### config.mk
export PLATFORM = sky130hd
export DESIGN_NAME = lcd_host_port
export DESIGN_NICKNAME = d
export VERILOG_FILES = /design/src/rtl/host_port_pkg.sv /design/src/rtl/lcd_host_port.sv
export VERILOG_INCLUDE_DIRS = /design/src /design/src/rtl
export SDC_FILE = /design/constraint.sdc
export NUM_CORES = 1
export LEC_CHECK = 0
export ABC_CLOCK_PERIOD_IN_PS = 2000
export BUFFER_PORTS_ARGS = -buffer_cell sky130_fd_sc_hd__buf_2
export CELL_PAD_IN_SITES_DETAIL_PLACEMENT = 1
export CELL_PAD_IN_SITES_GLOBAL_PLACEMENT = 2
export CORE_ASPECT_RATIO = 0.8
export CORE_MARGIN = 1
export CORE_UTILIZATION = 35
export CTS_BUF_LIST = sky130_fd_sc_hd__clkbuf_8
export DETAILED_ROUTE_END_ITERATION = 12
export HOLD_SLACK_MARGIN = 0.15
export PLACE_DENSITY = 0.8
export SYNTH_ARGS = -nofsm -noshare
export SYNTH_HDL_FRONTEND = slang
export SYNTH_SLANG_ARGS = --single-unit
### constraint.sdc
create_clock -name SYS_CLK_IN -period 2 [get_ports SYS_CLK_IN]
set_input_delay 0.1 -clock SYS_CLK_IN [delete_from_list [all_inputs] [get_ports SYS_CLK_IN]]
set_output_delay 0.1 -clock SYS_CLK_IN [all_outputs]
set_load 0.02 [all_outputs]
### src/rtl/host_port_defs.svh
// constants for the display driver host port
`ifndef HOST_PORT_DEFS_SVH
`define HOST_PORT_DEFS_SVH
`define BITS_PER_BYTE 4'h8
`define BIT_CNT_LAST 3'h7
`define BIT_CNT_INIT 3'h0
`define SI_BIT 7
`define SCL_BIT 6
`define BYTE_ZERO 8'h00
`define OE_ALL 8'hff
`endif

### src/rtl/host_port_pkg.sv
// types for the display driver host port
`include "host_port_defs.svh"
package host_port_pkg;
  typedef enum logic [1:0] {
    ACC_STATUS_RD = 2'b00,
    ACC_INSTR_WR = 2'b01,
    ACC_DATA_RD = 2'b10,
    ACC_DATA_WR = 2'b11
  } access_t;
endpackage

### src/rtl/lcd_host_port.sv
// host-side parallel and serial interface of a bit-map display driver
`include "host_port_defs.svh"
// Function
// strap high selects parallel bus; low selects serial on bits 7 and 6
// serial mode has no read path at all
// style pin high: enable plus r/w line; low: separate low strobes
// data/command select and direction decode the four access kinds
// 8-bit shifter and 3-bit counter cleared while chip select is high
// serial data msb first, one bit per rising serial clock
// eighth rising serial clock hands on the byte
// data/command select sampled at every eighth serial clock edge
// partial serial byte at deselect or reset is handed on as command
// host sends only whole bytes before deselect or reset; the bench also sends 3-bit partial bytes to test R9
// data read returns held word and loads freshly fetched word
// data write is held then committed on the next write
// host makes one dummy read after address set or write
// host keeps the bus cycle time, padding with idle operations
// device responds only while chip select is low
// deselected: data pins released, all other inputs but reset ignored
// reset acts regardless of chip select
// data pins driven only during a selected parallel read strobe
module lcd_host_port
(
  // clock and reset
  input wire logic SYS_CLK_IN,
  input wire logic SYS_RST_IN,
  // straps and controls from pins
  input wire logic PAR_SEL_IN,
  input wire logic BUS_STYLE_SELECT_IN,
  input wire logic CHIP_SEL_N_IN,
  input wire logic DATA_COMMAND_SELECT_IN,
  input wire logic RD_STROBE_IN,
  input wire logic WR_STROBE_IN,
  input wire logic HARD_CLEAR_N_IN,
  // data pins
  input wire logic [7:0] DATA_IN,
  output logic [7:0] DATA_OUT,
  output logic [7:0] DATA_OE_OUT,
  // towards instruction decoder and display memory
  output logic CMD_VALID_OUT,
  output logic CMD_IS_DATA_OUT,
  output logic [7:0] CMD_BYTE_OUT,
  output logic MEM_WR_OUT,
  output logic [7:0] MEM_WDATA_OUT,
  output logic MEM_RD_OUT,
  input wire logic [7:0] MEM_RDATA_IN,
  output logic STATUS_RD_OUT,
  input wire logic [7:0] STATUS_IN
);
  import host_port_pkg::*;

  // two-stage synchronisers for every pin
  localparam int NS = 7;
  logic [NS-1:0] pin_raw;
  logic [NS-1:0] sync1_ff;
  logic [NS-1:0] sync2_ff;
  logic [7:0] d1_ff;
  logic [7:0] d2_ff;
  assign pin_raw = {PAR_SEL_IN, BUS_STYLE_SELECT_IN, CHIP_SEL_N_IN,
    DATA_COMMAND_SELECT_IN, RD_STROBE_IN, WR_STROBE_IN, HARD_CLEAR_N_IN};
  always_ff @(posedge SYS_CLK_IN)
  begin
    sync1_ff <= pin_raw;
    sync2_ff <= sync1_ff;
    d1_ff <= DATA_IN;
    d2_ff <= d1_ff;
  end

  wire par_mode = sync2_ff[6];
  wire style_e = sync2_ff[5];
  wire cs_act = ~sync2_ff[4];
  wire dc_sel = sync2_ff[3];
  wire rd_pin = sync2_ff[2];
  wire wr_pin = sync2_ff[1];
  // hard clear is honoured whatever chip select does
  wire clr = SYS_RST_IN | ~sync2_ff[0];

  // strobe active in each bus style
  wire strobe = style_e ? rd_pin : (~rd_pin | ~wr_pin);
  wire is_read = style_e ? wr_pin : ~rd_pin;
  // parallel access only while selected in parallel mode
  wire par_act = par_mode & cs_act & strobe;
  logic par_act_ff;
  logic rd_acc_ff;
  wire par_start = par_act & ~par_act_ff;
  // access kind decode
  wire access_t acc = access_t'({dc_sel, ~is_read});

  // serial clock edge detection on synchronised pin
  logic scl_ff;
  wire scl = d2_ff[`SCL_BIT];
  wire ser_en = ~par_mode & cs_act;
  wire scl_rise = ser_en & scl & ~scl_ff;
  logic [7:0] shift_ff;
  logic [2:0] cnt_ff;
  wire [7:0] nxt_shift = {shift_ff[6:0], d2_ff[`SI_BIT]};
  wire byte_done = scl_rise & (cnt_ff == `BIT_CNT_LAST);
  // dropping chip select mid-byte flushes a command
  logic cs_act_ff;
  wire partial = (cnt_ff != `BIT_CNT_INIT) & ~par_mode &
    ((cs_act_ff & ~cs_act) | clr);

  logic [7:0] hold_ff;
  logic wr_pend_ff;

  always_ff @(posedge SYS_CLK_IN)
  begin
    if (SYS_RST_IN)
    begin
      par_act_ff <= 1'b0;
      rd_acc_ff <= 1'b0;
      // track the pin through reset so an idle-high clock gives no false edge
      scl_ff <= scl;
      cs_act_ff <= 1'b0;
    end
    else
    begin
      par_act_ff <= par_act;
      rd_acc_ff <= par_act & is_read;
      scl_ff <= scl;
      cs_act_ff <= cs_act;
    end
  end

  // serial receiver
  always_ff @(posedge SYS_CLK_IN)
  begin
    if (clr | ~ser_en)
    begin
      shift_ff <= `BYTE_ZERO;
      cnt_ff <= `BIT_CNT_INIT;
    end
    else if (scl_rise)
    begin
      shift_ff <= nxt_shift;
      cnt_ff <= cnt_ff + 3'h1;
    end
  end

  // command stream and memory side
  always_ff @(posedge SYS_CLK_IN)
  begin
    if (SYS_RST_IN)
    begin
      CMD_VALID_OUT <= 1'b0;
      CMD_IS_DATA_OUT <= 1'b0;
      CMD_BYTE_OUT <= `BYTE_ZERO;
      MEM_WR_OUT <= 1'b0;
      MEM_WDATA_OUT <= `BYTE_ZERO;
      MEM_RD_OUT <= 1'b0;
      STATUS_RD_OUT <= 1'b0;
      hold_ff <= `BYTE_ZERO;
      wr_pend_ff <= 1'b0;
      DATA_OUT <= `BYTE_ZERO;
    end
    else
    begin
      CMD_VALID_OUT <= 1'b0;
      MEM_WR_OUT <= 1'b0;
      MEM_RD_OUT <= 1'b0;
      STATUS_RD_OUT <= 1'b0;
      if (byte_done)
      begin
        CMD_VALID_OUT <= 1'b1;
        CMD_IS_DATA_OUT <= dc_sel;
        CMD_BYTE_OUT <= nxt_shift;
        // serial data bytes commit through the same holder
        if (dc_sel)
        begin
          MEM_WR_OUT <= wr_pend_ff;
          MEM_WDATA_OUT <= hold_ff;
          hold_ff <= nxt_shift;
          wr_pend_ff <= 1'b1;
        end
      end
      else if (partial)
      begin
        CMD_VALID_OUT <= 1'b1;
        CMD_IS_DATA_OUT <= 1'b0;
        CMD_BYTE_OUT <= shift_ff;
      end
      else if (par_start)
      begin
        unique case (acc)
          ACC_DATA_RD:
          begin
            // previous held word goes out, fresh fetch is held
            DATA_OUT <= hold_ff;
            hold_ff <= MEM_RDATA_IN;
            MEM_RD_OUT <= 1'b1;
            wr_pend_ff <= 1'b0;
          end
          ACC_DATA_WR:
          begin
            // commit earlier byte, hold the new one
            MEM_WR_OUT <= wr_pend_ff;
            MEM_WDATA_OUT <= hold_ff;
            hold_ff <= d2_ff;
            wr_pend_ff <= 1'b1;
            CMD_VALID_OUT <= 1'b1;
            CMD_IS_DATA_OUT <= 1'b1;
            CMD_BYTE_OUT <= d2_ff;
          end
          ACC_STATUS_RD:
          begin
            DATA_OUT <= STATUS_IN;
            STATUS_RD_OUT <= 1'b1;
          end
          ACC_INSTR_WR:
          begin
            CMD_VALID_OUT <= 1'b1;
            CMD_IS_DATA_OUT <= 1'b0;
            CMD_BYTE_OUT <= d2_ff;
          end
        endcase
      end
    end
  end

  // drive only inside a selected parallel read strobe
  wire drive = par_act & is_read & rd_acc_ff;
  always_ff @(posedge SYS_CLK_IN)
  begin
    if (SYS_RST_IN)
      DATA_OE_OUT <= `BYTE_ZERO;
    else
      DATA_OE_OUT <= drive ? `OE_ALL : `BYTE_ZERO;
  end

  // checks
  property p_no_drive_serial;
    @(posedge SYS_CLK_IN) disable iff (SYS_RST_IN)
      !par_mode |=> (DATA_OE_OUT == `BYTE_ZERO);
  endproperty
  a_no_drive_serial: assert property (p_no_drive_serial)
    else $error("data pins driven in serial mode");
  property p_desel_release;
    @(posedge SYS_CLK_IN) disable iff (SYS_RST_IN)
      !cs_act |=> (DATA_OE_OUT == `BYTE_ZERO);
  endproperty
  a_desel_release: assert property (p_desel_release)
    else $error("data pins driven while deselected");
  property p_cnt_clear;
    @(posedge SYS_CLK_IN) disable iff (SYS_RST_IN)
      !cs_act |=> (cnt_ff == `BIT_CNT_INIT);
  endproperty
  a_cnt_clear: assert property (p_cnt_clear)
    else $error("bit counter not cleared on deselect");
  property p_byte_out;
    @(posedge SYS_CLK_IN) disable iff (SYS_RST_IN)
      byte_done |=> CMD_VALID_OUT && CMD_BYTE_OUT == $past(nxt_shift);
  endproperty
  a_byte_out: assert property (p_byte_out)
    else $error("serial byte not handed on");
  property p_dc_sample;
    @(posedge SYS_CLK_IN) disable iff (SYS_RST_IN)
      byte_done |=> CMD_IS_DATA_OUT == $past(dc_sel);
  endproperty
  a_dc_sample: assert property (p_dc_sample)
    else $error("data/command flag wrong");
  property p_shift;
    @(posedge SYS_CLK_IN) disable iff (SYS_RST_IN)
      scl_rise && !clr && cnt_ff != `BIT_CNT_LAST |=>
        shift_ff[0] == $past(d2_ff[`SI_BIT]);
  endproperty
  a_shift: assert property (p_shift)
    else $error("serial bit not shifted in");
  property p_rd_hold;
    @(posedge SYS_CLK_IN) disable iff (SYS_RST_IN)
      par_start && acc == ACC_DATA_RD |=> DATA_OUT == $past(hold_ff)
        && hold_ff == $past(MEM_RDATA_IN);
  endproperty
  a_rd_hold: assert property (p_rd_hold)
    else $error("read holder order wrong");
  property p_wr_hold;
    @(posedge SYS_CLK_IN) disable iff (SYS_RST_IN)
      par_start && acc == ACC_DATA_WR |=> hold_ff == $past(d2_ff)
        && MEM_WDATA_OUT == $past(hold_ff);
  endproperty
  a_wr_hold: assert property (p_wr_hold)
    else $error("write holder order wrong");
  property p_hard_clear;
    @(posedge SYS_CLK_IN) disable iff (SYS_RST_IN)
      !sync2_ff[0] |=> cnt_ff == `BIT_CNT_INIT;
  endproperty
  a_hard_clear: assert property (p_hard_clear)
    else $error("hard clear ignored");
  c_ser_byte: cover property (@(posedge SYS_CLK_IN) byte_done);
  c_par_rd: cover property (@(posedge SYS_CLK_IN)
    par_start && acc == ACC_DATA_RD);
  c_par_wr: cover property (@(posedge SYS_CLK_IN)
    par_start && acc == ACC_DATA_WR);
  c_partial: cover property (@(posedge SYS_CLK_IN) partial);
endmodule

==> results of run 1 <==
-- layer usage --
layer  vias to the layer above  share of wire, %  track usage, %  wire length, microns
met5                         -                 0               0                     0
met4                         0               2.0            7.79                   193
met3                        18               4.2            5.30                   399
met2                        69                48            31.7                  4600
met1                      1394                46            25.3                  4380
li1                       1418                 -               -                     -
-- placed cells by master (no fill, tap or decap), types with 2 or more instances in the layout --
cell type      netlist  final
nand4b_1             8      8
nor2b_1              5      3
nor2b_2              0      2
nand2b_1            18     18
clkbuf_8             0      9
a211oi_2            10     10
o22ai_1              8      8
inv_1               11     12
inv_6                0      2
buf_4               11     19
nor3_2               2      2
ha_1                 3      3
o21ai_1              8      8
mux2i_1             16     16
nand2_1             19     19
a22oi_2              1      2
a211o_1              2      2
nand3_1              4      4
and3b_1              2      2
a221oi_1             8      8
buf_2                6     69
dlygate4sd3_1        0     31
a31oi_1              7      7
o211ai_1             7      7
o21ai_0              7      7
nor3_1               2      2
a21oi_1             18     18
a2111oi_0            8      8
nor2_1               8      8
a211oi_1             8      8
and2_1              12     12
dfxtp_1             84     84
and3_1               2      2
nand2_2              2      2
-- what timing repair did --
item,4_1_cts,5_1_grt
hold endpoints to repair,31,0
hold buffers,31,0
gates resized for setup,1,3
buffers inserted,0,1
setup endpoints to repair,1,3
pin swaps,0,1
-- logic make-up (layout without fill, tap and decap cells) --
family          count (synthesis)  in the layout  share of synthesized area, %
compound gates                 98             98                          21.5
simple gates                   94             94                          17.0
flops                          84             84                          48.8
buf+inv                        42            146                          6.65
mux                            16             16                          4.65
fa+ha+maj                       3              3                          1.09
xor+xnor                        1              1                         0.254
-- power by group through the flow --
| stage | Combinational (mW) | Sequential [mW] | Clock, mW |
|---|---|---|---|
| after global routing | 0.358 | 1.77 | 1.33 |
| after CTS | 0.328 | 1.77 | 1.26 |
| after global placement | 0.273 | 1.80 | 0 |
| after floorplan | 0.168 | 1.81 | 0 |
| final | 0.330 | 1.77 | 1.22 |
| after detailed placement | 0.281 | 1.81 | 0 |
-- area by class of cell --
| cell class | count | share of cell area, % |
|---|---|---|
| timing repair buffer | 119 | 18.1 |
| multi-input combinational | 212 | 35.1 |
| clock inverter | 7 | 1.70 |
| clock buffer | 9 | 2.81 |
| sequential | 84 | 38.1 |
| tap | 115 | 3.26 |
| inverter | 11 | 0.935 |
-- state kept, by name, indices dropped and copies added, names as in the netlist --
name	count
shift_ff	8
scl_ff	1
sync2_ff	7
par_act_ff	1
MEM_RD_OUT	1
CMD_VALID_OUT	1
d1_ff	8
STATUS_RD_OUT	1
cs_act_ff	1
DATA_OUT	8
hold_ff	8
MEM_WR_OUT	1
d2_ff	8
DATA_OE_OUT	1
CMD_IS_DATA_OUT	1
cnt_ff	3
MEM_WDATA_OUT	8
rd_acc_ff	1
wr_pend_ff	1
sync1_ff	7
CMD_BYTE_OUT	8
-- tightest hold or removal path: stages --
cell and delay (ns):
buf_2 0.11, buf_4 0.27, nor2_1 0.13
-- final timing paths --
kind | endpoint | startpoint | cells past startpoint | slack, ns
max | CMD_BYTE_OUT[6] | cnt_ff[0] | 6 | 0.11
min | cs_act_ff | SYS_RST_IN | 3 | 0.29
max reg2reg | CMD_BYTE_OUT[6] | cnt_ff[0] | 6 | 0.11
min reg2reg | d2_ff[5] | d1_ff[5] | 0 | 0.33
-- metrics by stage --
step	std cells	power (mW)	utilization, %	worst slack, ns
detailed placement	509	2.09	41.7	0.0338
CTS	556	3.36	47.2	0.0929
floorplan	338	1.97	-	0.217
finish	557	3.32	47.4	0.114
global placement	509	2.08	41.7	0.196
global route	557	3.46	47.4	0.00400
==> impl_metrics.toml, run 1 <==
[run_status]
outcome = "finished, final reports clean"

[cells_and_area]
regArea_sq_um = 1680
multi_input_area_sq_um = 1550
syn2layout_area_growth_pct = 28.2
drive_gt1_share_pct = 29.0
antennaDiodeCount = 0
fin_nets = 473
final_area_sq_um = 4410
fillCellCount = 1063

[drt]
drtIter0Drc = 191
drc = 0
via_per_inst = 5.20
wire_per_inst_microns = 17.2
ant_nets = 0
vias = 2899
routed_wl_microns = 9570
dr.pass1.iters = 4

[floorplan]
die_h_microns = 90.7
dieArea_sq_um = 10200
initial_core_util_pct = 37.0
die_x_microns = 113
ios = 70
core_area_sq_um = 9310
core.rowCount = 31

[logic_synthesis]
ys_seq_area_share_pct = 48.8
synth.area.top_cells = "dfxtp_1 (49%), mux2i_1 (4.7%), a211oi_2 (3.6%)"
synth.largest_area_cell = "dfxtp_1"
synth-edff-count = 0
ys_ff_latch = 84
synth_cell_types = 49
syn_nets = 374
netlist_top_cells_count = "dfxtp_1 (84), nand2_1 (19), a21oi_1 (18), nand2b_1 (18), mux2i_1 (16)"
synthCells = 338
yosys.area.top_type_share_pct = 48.8
synth_most_common_cell = "dfxtp_1"
synth_area_sq_um = 3440
yosysWarnings = 0
ys_async_sr_fraction_pct = 0
syn_avg_cell_area_sq_um = 10.2
ys.flop_type = "dfxtp_1"

[worst_setup_path]
crit_arrival_ns = 2.12
cp_top_family = "compound AO/OA/AOI/OAI gates"
critPathCaptureType = "flip-flop"
path_buf_inv = 1
crit_chain = "inv_1, ha_1, nor2b_2, a211o_1, a211oi_1, o41ai_2"
cp-start-kind = "flip-flop"
crit_fanout = 10
required_ns = 2.23
cpPeakStageDelay_ns = 0.42
slowest_stage = "a211o_1"
crit_type = "flip-flop to flip-flop"

[sta]
holdWs_ns = 0.288
worstMarginPinSlew_ns = 0.691
slew_viol_final = 0
period_needed_ns = 1.89
finalHoldViolCount = 0
tns_ns = 0
rsz0062_at_grt = "false"
finClkSkew_ns = 0.0105
finalSetupViolCount = 0
finalCritPeriodShare_pct = 94.3
slew_headroom_pct = 52.8
clock.fmax_mhz = 530

[cts]
cts_made_buffers = 9
clock-sinks = 84
clock-root-buffer = "clkbuf_8"
clock_tree.buffer_depth = 2
cts_tree = "done"
htreeDepth = 3
clk_pin_slew_ns = 0.09
clk_latency_ns = 0.37

[global_route]
grt_use_total_pct = 19.8
grt_pass1_vias = 2951
grt_pass1_wl_microns = 15300
gr-total-overflow = 0
antenna_found_initial = 0
grt_max_degree = 49

[placement]
place_congestion = 0.852
hpwl_microns = 7050
place_area_sq_um = 3880
io_buffers = 69

[power]
p_sw_share_pct = 25.4
peakVddDrop_uv = 534
p_clk_share_pct = 36.8
power_switching_mw = 0.841
cellPowerDensity_nw_per_um2 = 751
pwr-share-comb_pct = 10.0
p_int_mw = 2.47
seqPwrFrac_pct = 53.3
power_leakage_nw = 1.78

[hold_path]
hp-class = "primary input to flip-flop"

[job]
maxCapViolations = 0
No activity file was read; power rests on OpenSTA's default activity.
==> inputs of run 2 (changes only) <==
ABC_AREA = 1   (was default)
CORE_UTILIZATION = 32   (was 35)
PLACE_DENSITY = 0.81   (was 0.8)
==> run 2 against run 1 <==
Against the previous run:
- fmax rose by 2.6%
- die area rose by 4.2%
- clock power fell by 14%
- cell area fell by 7.0%
- largest power group unchanged
- synthesized cell count rose by 27%
- sequential power barely moved
- sequential share of layout area rose by 2.9 points
- register-to-register slack improved by 0.05 ns
- via count rose by 1.1%
- critical path depth rose by 2
==> impl_metrics.toml, run 2 <==
[hold_path]
hp-class = "primary input to flip-flop"
hold_depth = 7

[cells_and_area]
post-route-util_pct = 41.9
layout_commonest_cell = "nand2_1"
fin_nets = 555
regArea_sq_um = 1680
final_cells = 660
syn2layout_area_growth_pct = 25.1
drive_gt1_share_pct = 21.2
antennaDiodeCount = 0
fillCellCount = 1259
final_cell_mix = "nand2_1 (107), dfxtp_1 (84), nor2_1 (84)"
multi_input_area_sq_um = 1350

[power]
pwr-share-comb_pct = 10.5
p_int_mw = 2.31
p_sw_share_pct = 26.9
peakVddDrop_uv = 412
seqPwrFrac_pct = 56.3
cellPowerDensity_nw_per_um2 = 769
power_leakage_nw = 2.01
power_switching_mw = 0.850
p_clk_share_pct = 33.1

[placement]
hpwl_microns = 6470
io_buffers = 69
dp_cells = 620
place_congestion = 0.762

[worst_setup_path]
path_depth = 8
cp_top_family = "simple AND/OR/NAND/NOR gates"
crit_chain = "ha_1, ha_1, nand3_2, buf_4, nand2_1, o21ai_0, nor2_1, nor2_1"
cp-start-kind = "flip-flop"
required_ns = 2.31
rr_worst_depth = 8
rrSetupSlack_ns = 0.16
crit_arrival_ns = 2.15
crit_type = "flip-flop to flip-flop"
path_buf_inv = 1
critPathCaptureType = "flip-flop"
crit_fanout = 16
slowest_stage = "dfxtp_1"
cpPeakStageDelay_ns = 0.35

[run_status]
outcome = "finished, final reports clean"

[logic_synthesis]
synth_area_sq_um = 3280
syn_avg_cell_area_sq_um = 7.64
synth_most_common_cell = "nand2_1"
syn_nets = 466
netlist_top_cells_count = "nand2_1 (107), dfxtp_1 (84), nor2_1 (84), nand3_1 (37), inv_1 (29)"
synth_cell_types = 27
synth-edff-count = 0
ys.flop_type = "dfxtp_1"
yosys.area.top_type_share_pct = 51.2
ys_async_sr_fraction_pct = 0
ys_seq_area_share_pct = 51.2
synth.largest_area_cell = "dfxtp_1"
ys_ff_latch = 84
synthCells = 430
synth.area.top_cells = "dfxtp_1 (51%), nand2_1 (12%), nor2_1 (9.6%)"
yosysWarnings = 0

[sta]
period_needed_ns = 1.84
slew_viol_final = 0
worstMarginPinSlew_ns = 0.461
tns_ns = 0
finalHoldViolCount = 0
finalCritPeriodShare_pct = 91.9
rsz0062_at_grt = "false"
slew_headroom_pct = 69.2
clock.fmax_mhz = 544
finalSetupViolCount = 0
finClkSkew_ns = 0.0159

[floorplan]
initial_core_util_pct = 33.5
ios = 70
die_h_microns = 92.6
dieArea_sq_um = 10700
die_x_microns = 115
core.rowCount = 32
core_area_sq_um = 9810

[cts]
clk_pin_slew_ns = 0.09
cts_setup_buffers = 0
cts_made_buffers = 9
clk_latency_ns = 0.37
clock_tree.buffer_depth = 2
htreeDepth = 3
cts_tree = "done"
clock-root-buffer = "clkbuf_8"
clock-sinks = 84

[drt]
dr.pass1.iters = 4
routed_wl_microns = 9030
vias = 2932
wire_per_inst_microns = 13.7
ant_nets = 0
drtIter0Drc = 128
via_per_inst = 4.44
drc = 0

[global_route]
antenna_found_initial = 0
grt_pass1_vias = 3015
grt_use_total_pct = 18.7
gr-total-overflow = 0
grt_pass1_wl_microns = 14900
grt_max_degree = 35

[job]
maxCapViolations = 0
## run 2: changes by cell type after synthesis, moves of 12 or more
cell | previous run | this run
and2_1 | 12 | 0
inv_1 | 11 | 29
mux2i_1 | 16 | 0
nand2_1 | 19 | 107
nand2b_1 | 18 | 0
nand3_1 | 4 | 37
nor2_1 | 8 | 84
## run 2: kinds of logic (layout without fill, tap and decap cells)
kind of cell             count (synthesis)  count (layout)  share of synthesized area (%)
adder cells (fa/ha/maj)                  3               3                           1.14
AND/OR/NAND/NOR                        252             252                           33.8
flip-flops                              84              84                           51.2
buffers and inverters                   53             147                           7.74
AO/OA/AOI/OAI                           38              38                           6.10
## run 2: cell type report
cell class / count / share of cell area (%)
Clock buffer: 9 / 3.02
Sequential cell: 84 / 41.0
Timing Repair Buffer: 97 / 15.0
Tap cell: 136 / 4.14
Inverter: 34 / 3.17
Multi-Input combinational cell: 293 / 32.8
Clock inverter: 7 / 0.914
## run 2: path summary, 6_finish.rpt
path / to / startpoint
worst max-delay path: hold_ff[1] / cnt_ff[0]
worst min-delay path: hold_ff[5] / MEM_RDATA_IN[5]
worst max register to register: hold_ff[1] / cnt_ff[0]
worst min register to register: sync2_ff[4] / sync1_ff[4]
## run 2: power by group through the flow
stage	clock (mW)	combinational (mW)	sequential, mW
after floorplan	0	0.166	1.83
after global placement	0	0.292	1.82
after detailed placement	0	0.298	1.82
after CTS	1.09	0.335	1.78
after global routing	1.17	0.375	1.79
final	1.05	0.333	1.78
## run 2: layer usage
layer | part of all wire (%) | vias to the layer above | track usage [%] | wire [microns]
met4 | 1.3 | 0 | 5.84 | 119
met1 | 49 | 1343 | 23.6 | 4410
met5 | 0 | - | 0 | 0
li1 | - | 1521 | - | -
met3 | 4.1 | 12 | 6.15 | 368
met2 | 46 | 56 | 30.0 | 4130
## run 2: timing repair
action                     in CTS  in global routing
gates resized for setup         0                  2
hold endpoints to repair       29                  0
hold buffers                   24                  0
setup endpoints to repair       0                  9
## run 2: worst register-to-register path, cell delays in order (launching register included)
cell     delay, ns
dfxtp_1       0.35
ha_1          0.21
ha_1          0.19
nand3_2       0.17
buf_4         0.25
nand2_1       0.08
o21ai_0       0.31
nor2_1        0.11
nor2_1        0.11
## run 2: through the flow
step | setup WS, ns | hold WS, ns | cell area [sq um] | power (mW)
after floorplan | 0.496 | 0.128 | 3280 | 2.00
after global placement | 0.258 | 0.202 | 3700 | 2.11
after detailed placement | 0.114 | 0.204 | 3700 | 2.11
after CTS | 0.101 | 0.210 | 4100 | 3.20
after global routing | 0.0154 | 0.271 | 4110 | 3.33
final | 0.162 | 0.210 | 4110 | 3.16
